==> src/design/iog_map.svh <==
// register indices, byte addressing, field positions and reset values
`ifndef IOG_MAP_SVH
`define IOG_MAP_SVH

// ----------------------------------------------------------------------
// register indices (byte address is index times word size)
// ----------------------------------------------------------------------
`define IOG_I_OE_TX 12'h100
`define IOG_I_OE_RXA 12'h101
`define IOG_I_OE_CCA 12'h102
`define IOG_I_OE_RXB 12'h103
`define IOG_I_SRC_EN 12'h104
`define IOG_I_SRC_FLAG 12'h110
`define IOG_I_SRC_MASK 12'h111
`define IOG_WORD 12'h004

// ----------------------------------------------------------------------
// values
// ----------------------------------------------------------------------
`define IOG_RST_BYTE 8'h00
`define IOG_RD_ZERO 32'h0000_0000
`define IOG_PAD_ZERO 24'h00_0000
`define IOG_LANE0 2'h0

// ----------------------------------------------------------------------
// source group bit positions
// ----------------------------------------------------------------------
`define IOG_B_CSMA 3'h7
`define IOG_B_SYNC_TX 3'h6
`define IOG_B_TXB 3'h5
`define IOG_B_TXA 3'h4
`define IOG_B_CAL 3'h3
`define IOG_B_TIMC 3'h2
`define IOG_B_TIMB 3'h1
`define IOG_B_TIMA 3'h0

`endif

==> src/design/iog_pkg.sv <==
// shared types of the irq output gating block
package iog_pkg;
    typedef logic [7:0] iog_byte_t;
    typedef enum logic {
        IOG_IDLE = 1'b0,
        IOG_ACCESS = 1'b1
    } iog_apb_st_t;
endpackage

==> src/design/iog_top.sv <==
// irq output gating: output enables, source enables, source flags, apb slave
//
// Design decision made here: the APB interface to the registers.
`timescale 1ns/10ps
`include "iog_map.svh"

module iog_top
    import iog_pkg::*;
(
    input wire logic clk,
    input wire logic sys_rst,
    input wire logic psel,
    input wire logic penable,
    input wire logic pwrite,
    input wire logic [11:0] paddr,
    input wire logic [31:0] pwdata,
    input wire logic [3:0] pstrb,
    output logic [31:0] prdata,
    output logic pready,
    output logic pslverr,
    input wire logic csma_done,
    input wire logic sync_tx_done,
    input wire logic bank_b_tx_done,
    input wire logic bank_a_tx_done,
    input wire logic cal_done,
    input wire logic timer_compare_c,
    input wire logic timer_compare_b,
    input wire logic timer_compare_a,
    input wire logic [7:0] req_tx_grp,
    input wire logic [7:0] req_rx_grp_a,
    input wire logic [7:0] req_cca_grp,
    input wire logic [7:0] req_rx_grp_b,
    output logic irq_output_pin_first
);

    // ------------------------------------------------------------------
    // state
    // ------------------------------------------------------------------
    iog_apb_st_t st_reg;
    iog_byte_t oe_tx_reg;
    iog_byte_t oe_rxa_reg;
    iog_byte_t oe_cca_reg;
    iog_byte_t oe_rxb_reg;
    iog_byte_t src_en_reg;
    iog_byte_t flag_reg;
    iog_byte_t flag_next;
    iog_byte_t mask_reg;
    iog_byte_t ev_vec;
    iog_byte_t src_set;
    iog_byte_t wdata_byte;
    logic [31:0] rd_next;
    logic err_next;
    logic pin_next;
    logic setup_cyc;
    logic wr_fire;
    logic lane0_on;

    // ------------------------------------------------------------------
    // event vector, one bit per source
    // ------------------------------------------------------------------
    always_comb begin
        ev_vec = `IOG_RST_BYTE;
        ev_vec[`IOG_B_CSMA] = csma_done;
        ev_vec[`IOG_B_SYNC_TX] = sync_tx_done;
        ev_vec[`IOG_B_TXB] = bank_b_tx_done;
        ev_vec[`IOG_B_TXA] = bank_a_tx_done;
        ev_vec[`IOG_B_CAL] = cal_done;
        ev_vec[`IOG_B_TIMC] = timer_compare_c;
        ev_vec[`IOG_B_TIMB] = timer_compare_b;
        ev_vec[`IOG_B_TIMA] = timer_compare_a;
    end

    // ------------------------------------------------------------------
    // apb handshake
    // ------------------------------------------------------------------
    // one wait-free access phase; response is registered during setup
    assign setup_cyc = psel && !penable && (st_reg == IOG_IDLE);
    assign lane0_on = pstrb[`IOG_LANE0];
    assign wdata_byte = pwdata[7:0];
    // an erroring access never stores anything
    assign wr_fire = psel && penable && pready && pwrite && lane0_on && !pslverr;

    always_ff @(posedge clk or posedge sys_rst) begin
        if (sys_rst) begin
            st_reg <= IOG_IDLE;
        end else begin
            case (st_reg)
                IOG_IDLE: begin
                    if (setup_cyc) begin
                        st_reg <= IOG_ACCESS;
                    end
                end
                IOG_ACCESS: begin
                    st_reg <= IOG_IDLE;
                end
                default: begin
                    st_reg <= IOG_IDLE;
                end
            endcase
        end
    end

    always_ff @(posedge clk or posedge sys_rst) begin
        if (sys_rst) begin
            pready <= 1'b0;
        end else begin
            pready <= setup_cyc;
        end
    end

    // ------------------------------------------------------------------
    // read decode
    // ------------------------------------------------------------------
    always_comb begin
        rd_next = `IOG_RD_ZERO;
        err_next = 1'b0;
        case (paddr)
            `IOG_I_OE_TX * `IOG_WORD: begin
                rd_next = {`IOG_PAD_ZERO, oe_tx_reg};
            end
            `IOG_I_OE_RXA * `IOG_WORD: begin
                rd_next = {`IOG_PAD_ZERO, oe_rxa_reg};
            end
            `IOG_I_OE_CCA * `IOG_WORD: begin
                rd_next = {`IOG_PAD_ZERO, oe_cca_reg};
            end
            `IOG_I_OE_RXB * `IOG_WORD: begin
                rd_next = {`IOG_PAD_ZERO, oe_rxb_reg};
            end
            `IOG_I_SRC_EN * `IOG_WORD: begin
                rd_next = {`IOG_PAD_ZERO, src_en_reg};
            end
            `IOG_I_SRC_FLAG * `IOG_WORD: begin
                rd_next = {`IOG_PAD_ZERO, flag_reg};
            end
            `IOG_I_SRC_MASK * `IOG_WORD: begin
                rd_next = {`IOG_PAD_ZERO, mask_reg};
            end
            default: begin
                err_next = 1'b1;
            end
        endcase
    end

    always_ff @(posedge clk or posedge sys_rst) begin
        if (sys_rst) begin
            prdata <= `IOG_RD_ZERO;
            pslverr <= 1'b0;
        end else if (setup_cyc) begin
            prdata <= pwrite ? `IOG_RD_ZERO : rd_next;
            pslverr <= err_next;
        end else if (!psel) begin
            pslverr <= 1'b0;
        end
    end

    // ------------------------------------------------------------------
    // enable registers
    // ------------------------------------------------------------------
    always_ff @(posedge clk or posedge sys_rst) begin
        if (sys_rst) begin
            oe_tx_reg <= `IOG_RST_BYTE;
            oe_rxa_reg <= `IOG_RST_BYTE;
            oe_cca_reg <= `IOG_RST_BYTE;
            oe_rxb_reg <= `IOG_RST_BYTE;
            src_en_reg <= `IOG_RST_BYTE;
            mask_reg <= `IOG_RST_BYTE;
        end else if (wr_fire) begin
            case (paddr)
                `IOG_I_OE_TX * `IOG_WORD: oe_tx_reg <= wdata_byte;
                `IOG_I_OE_RXA * `IOG_WORD: oe_rxa_reg <= wdata_byte;
                `IOG_I_OE_CCA * `IOG_WORD: oe_cca_reg <= wdata_byte;
                `IOG_I_OE_RXB * `IOG_WORD: oe_rxb_reg <= wdata_byte;
                `IOG_I_SRC_EN * `IOG_WORD: src_en_reg <= wdata_byte;
                `IOG_I_SRC_MASK * `IOG_WORD: mask_reg <= wdata_byte;
                default: begin
                end
            endcase
        end
    end

    // ------------------------------------------------------------------
    // source flags
    // ------------------------------------------------------------------
    // disabled sources are dropped, not remembered for a later enable
    assign src_set = ev_vec & src_en_reg;

    always_comb begin
        flag_next = flag_reg;
        if (wr_fire && (paddr == `IOG_I_SRC_FLAG * `IOG_WORD)) begin
            flag_next = flag_reg & ~wdata_byte;
        end
        // set after clear so a same-cycle event survives
        flag_next = flag_next | src_set;
    end

    always_ff @(posedge clk or posedge sys_rst) begin
        if (sys_rst) begin
            flag_reg <= `IOG_RST_BYTE;
        end else begin
            flag_reg <= flag_next;
        end
    end

    // ------------------------------------------------------------------
    // interrupt pin
    // ------------------------------------------------------------------
    always_comb begin
        pin_next = |(flag_reg & mask_reg);
        pin_next = pin_next | (|(req_tx_grp & oe_tx_reg));
        pin_next = pin_next | (|(req_rx_grp_a & oe_rxa_reg));
        pin_next = pin_next | (|(req_cca_grp & oe_cca_reg));
        pin_next = pin_next | (|(req_rx_grp_b & oe_rxb_reg));
    end

    // registered pin, so it lags its cause by one clock
    always_ff @(posedge clk or posedge sys_rst) begin
        if (sys_rst) begin
            irq_output_pin_first <= 1'b0;
        end else begin
            irq_output_pin_first <= pin_next;
        end
    end
endmodule

==> config.mk <==
export PLATFORM = sky130hd
export DESIGN_NAME = iog_top
export DESIGN_NICKNAME = d
export VERILOG_FILES = /design/src/design/iog_pkg.sv /design/src/design/iog_top.sv
export VERILOG_INCLUDE_DIRS = /design/src /design/src/design
export SDC_FILE = /design/constraint.sdc
export NUM_CORES = 1
export LEC_CHECK = 0
export ABC_AREA = 0
export BUFFER_PORTS_ARGS = -buffer_cell sky130_fd_sc_hd__buf_2
export CORE_MARGIN = 2
export CORE_UTILIZATION = 30
export DETAILED_ROUTE_END_ITERATION = 10
export PLACE_DENSITY_LB_ADDON = 0.15
export SLEW_MARGIN = 25
export SYNTH_ARGS = -nofsm -noshare
export SYNTH_HDL_FRONTEND = slang
export SYNTH_SLANG_ARGS = --single-unit
export TNS_END_PERCENT = 50
==> constraint.sdc <==
create_clock -name clk -period 2.6 [get_ports clk]
set_input_delay 0.26 -clock clk [delete_from_list [all_inputs] [get_ports clk]]
set_output_delay 0.26 -clock clk [all_outputs]
set_load 0.01 [all_outputs]
# Yosys cells after proc, flatten, opt, wreduce, memory -nomap -nowiden

Index checks and enable logic that the tools add are counted.
Widths: inputs -> output; s select.

Eq/ne operators: 8
Bitwise operators: 14
Reductions and logical operators: 22
Mux-type cells: 8

Operators by type and width:

| operator             | number |
|---|---|
| $eq 12x11->1 const B | 7 |
| $and 8x8->8          | 7 |
| $pmux 8 s7           | 1 |
| $reduce_or 8->1      | 5 |
| $mux 32              | 1 |
| $reduce_and 2->1     | 6 |
| $logic_and 1x1->1    | 8 |
| $mux 8               | 1 |
| $not 8->8            | 1 |
| $or 8x8->8           | 1 |
| $reduce_or 7->1      | 1 |
| $mux 1               | 4 |
| $or 1x1->1           | 4 |
| $logic_not 1->1      | 2 |
| $ne 2x1->1 const B   | 1 |
| $pmux 1 s2           | 1 |
| $not 1->1            | 1 |

Input port bits: 93
Logic and storage cells: 64
Output and inout port bits: 35
Flip-flop bits (word level): 92

# Longest topological paths before layout

Word-level depth: 8
Gate-level depth with buffers: 6

# Worst setup path after synthesis

No wires, ideal clock.

Kind: input-to-reg
From: input paddr[1]
To: register oe_rxa_reg[0]
Arrival: 1.786 ns
Path buffers: 1
Setup slack: 0.690 ns
Required time: 2.475 ns
Stages: 5
Cell sequence: or4_4 nor4_4 and4bb_2 buf_4 mux2_2

Longest elaborated chain between the ends: 2

Ends and longest elaborated chain:

| element                           | line           | RTL |
|---|---|---|
| start: declaration                | iog_top.sv:15  | `input wire logic [11:0] paddr,` |
| $eq 12x11->1                      | iog_top.sv:169 | `case (paddr)` |
| $reduce_and 2->1 (no source line) | --             |  |
| end signal: assignment            | iog_top.sv:163 | `` oe_rxa_reg <= `IOG_RST_BYTE; `` |
| end signal: assignment            | iog_top.sv:171 | `` `IOG_I_OE_RXA * `IOG_WORD: oe_rxa_reg <= wdata_byte; `` |
| end: declaration                  | iog_top.sv:41  | `iog_byte_t oe_rxa_reg;` |

Every way passes these cells.
A chain may end at the register's enable or synchronous reset.

# Final worst setup path

From: register pslverr
To: register mask_reg[4]

Longest elaborated chain between the ends: 3

Ends and longest elaborated chain:

| element                           | line           | RTL |
|---|---|---|
| start: declaration                | iog_top.sv:20  | `output logic pslverr,` |
| start signal: assignment          | iog_top.sv:151 | `pslverr <= err_next;` |
| $logic_not 1->1                   | iog_top.sv:81  | `assign wr_fire = psel && penable && pready && pwrite && lane0_on && !pslverr;` |
| $logic_and 1x1->1                 | iog_top.sv:81  |  |
| $reduce_and 2->1 (no source line) | --             |  |
| end signal: assignment            | iog_top.sv:167 | `` mask_reg <= `IOG_RST_BYTE; `` |
| end signal: assignment            | iog_top.sv:175 | `` `IOG_I_SRC_MASK * `IOG_WORD: mask_reg <= wdata_byte; `` |
| end: declaration                  | iog_top.sv:47  | `iog_byte_t mask_reg;` |

Every way passes these cells.

==> out/qor.yml <==
status: "finished clean"
hold_path.class: "in -> async"
die_y_um: 112
cts_tree: "done"
portBuffers: 76
core_um2: 11400
track_usage_pct: 16.8
async_reset_ff_share_pct: 100
drc: 0
drive_above_1_share_pct: 46.1
drt-initial-drc-count: 146
cts-root-buf: "clkbuf_16"
min_period_ns: 2.00
crit_fanout: 10
worstSkewPairLatency_ns: 0.32
grt_pass1_vias: 2585
antenna_found_initial: 0
dr.pass1.iters: 4
rows: 39
dieArea_um2: 12500
avgViaCountPerCell: 5.11
cts_buffer_depth: 2
required_ns: 2.80
power_density_nw_per_um2: 576
worst_setup_path_start_kind: "flip-flop"
ys_seq_area_share_pct: 48.2
p_leak_nw: 2.09
hold_viol: 0
initial_core_util_pct: 30.6
numClockSinks: 67
wl_mm: 10.2
fp.dieW_um: 112
htreeDepth: 3
wl_per_cell_um: 20.0
grt_start_max_net_pins: 44
cts_buffers: 9
synth_ff_type: "dfrtp_1"
fin_crit_sh_pct: 76.7
end_kind: "flip-flop"
hpwl_mm: 7.19
crit_arrival_ns: 2.20
syn_avg_cell_area_um2: 12.5
cts_setup_buffers: 0
max-vdd-ir-drop_mv: 0.274
netlist_area_um2: 3480
finalNonFillerCells: 512
synth_cell_types: 35
synth_warnings: 0
setup_violations: 0
dp_cells: 497
n_antenna_cell: 0
tns_ns: 0
maxCapViolations: 0
routabilityCongestion: 0.764
relSlewSlack_pct: 61.2
rsz0062_at_grt: "false"
slew_violations: 0
fmax_mhz: 501
detail-route-antenna-nets: 0
clock_skew_ns: 0.00395
cts.repair.resized: 0
cts_hold_buf: 0
critPathKind: "reg -> reg"
io_pins: 128
grt-ovfl-total: 0
yosys_register_bits: 67
tightest_slew_ns: 0.581
synth_edf_count: 0
syn_inst: 279
clk_pin_slew_ns: 0.05
total_power_mw: 2.47
grt_pass1_wl_mm: 15.7
fin_nets: 458
area_growth_pct: 23.1
num_vias: 2616
[critical path, cell delays in order, from the launching register on]
cell and delay (ns):
dfrtp_1 0.38, nand4b_1 0.26, nor4_4 0.32, buf_4 0.27, nand4b_4 0.28, mux2_2 0.36
[path summary, 6_finish.rpt]
check	startpoint	endpoint	slack, ns	depth (start not counted)
worst min-delay path	sys_rst	irq_output_pin_first$_DFF_PP0_	0.004	2
worst max register to register	pslverr$_DFFE_PP0P_	mask_reg[4]$_DFFE_PP0P_	0.60	5
worst min register to register	src_en_reg[6]$_DFFE_PP0P_	flag_reg[6]$_DFF_PP0_	0.53	1
max in group asynchronous	sys_rst	prdata[7]$_DFFE_PP0P_	1.97	3
worst max-delay path	pslverr$_DFFE_PP0P_	mask_reg[4]$_DFFE_PP0P_	0.60	5
min in group clk	bank_b_tx_done	flag_reg[5]$_DFF_PP0_	0.16	2
[cell usage in the layout (no fill, tap or decap)]
cell and n:
and3b_1 1, clkbuf_16 9, a32oi_1 8, nor2_1 4, nand3_1 8, nor4_4 1
conb_1 24, nand4_1 5, mux4_2 8, buf_4 9, nand3_2 1, a22o_1 9
clkbuf_8 4, bufinv_16 1, mux2_1 1, buf_2 76, and4bb_2 1, inv_2 1
or4_4 1, nand4b_4 1, or3_1 2, nor3b_1 1, o2111ai_1 1, dfrtp_1 67
inv_1 1, and3_1 2, clkbuf_1 1, nor3_1 2, a22oi_1 26, nor2b_1 1
a21oi_1 1, nand2_2 1, nor4_1 2, nand2_1 28, mux2_2 55, nand4b_1 2
o21ai_0 1, a221oi_1 1, buf_12 1
[routing by layer]
metal / part of all wire, % / global-route usage [%] / routed length (um)
met5: 0 / 0 / 0
met3: 6.1 / 4.19 / 626
met4: 0.66 / 4.44 / 67
met1: 48 / 25.2 / 4920
met2: 45 / 24.1 / 4600
[cells by family after synthesis]
logic type,after synthesis,synth area share [%]
flops,67,48.2
mux,64,23.3
simple gates,64,10.5
compound gates,47,10.7
buf+inv,36,7.23
other cells,1,0.108
[area by class of cell]
type	count	area, um^2
flip-flops and latches	67	1680
multi-input cells	199	1640
inverters	2	7.51
fillers	1157	7090
clock inverters	1	30.0
well taps	143	179
clock buffers	14	284
repair buffers	86	468
[Yosys cell counts (2+ instances only)]
| cell type | count | share of area, % |
|---|---|---|
| dfrtp_1 | 67 | 48 |
| mux2_2 | 55 | 18 |
| nand2_1 | 28 | 3.0 |
| buf_4 | 27 | 5.8 |
| a22oi_1 | 26 | 5.6 |
| a22o_1 | 9 | 2.3 |
| a32oi_1 | 8 | 2.0 |
| mux4_2 | 8 | 5.2 |
| nand3_1 | 8 | 1.2 |
| nand4_1 | 5 | 0.90 |
| clkbuf_1 | 4 | 0.43 |
| nor2_1 | 4 | 0.43 |
| and3_1 | 2 | 0.36 |
| buf_6 | 2 | 0.65 |
| inv_1 | 2 | 0.22 |
| nand4b_1 | 2 | 0.50 |
| nor3_1 | 2 | 0.29 |
| nor4_1 | 2 | 0.36 |
| or3_1 | 2 | 0.36 |
[power breakdown]
part	internal [mW]	switching, mW	leakage, nW
clock network	0.842	0.418	0.155
logic	0.0571	0.102	1.01
registers	1.05	0.00168	0.934
[per-stage QoR]
stage	hold slack, ns	instance area, um^2	util [%]	worst slack, ns
floorplan	0.395	3560	-	0.657
finish	0.00399	4280	37.7	0.605
global placement	0.375	3970	34.9	0.354
global route	0.0535	4280	37.7	0.479
CTS	0.0214	4280	37.7	0.596
detailed placement	0.368	3970	34.9	0.356
Power figures use the tool's default switching activity.
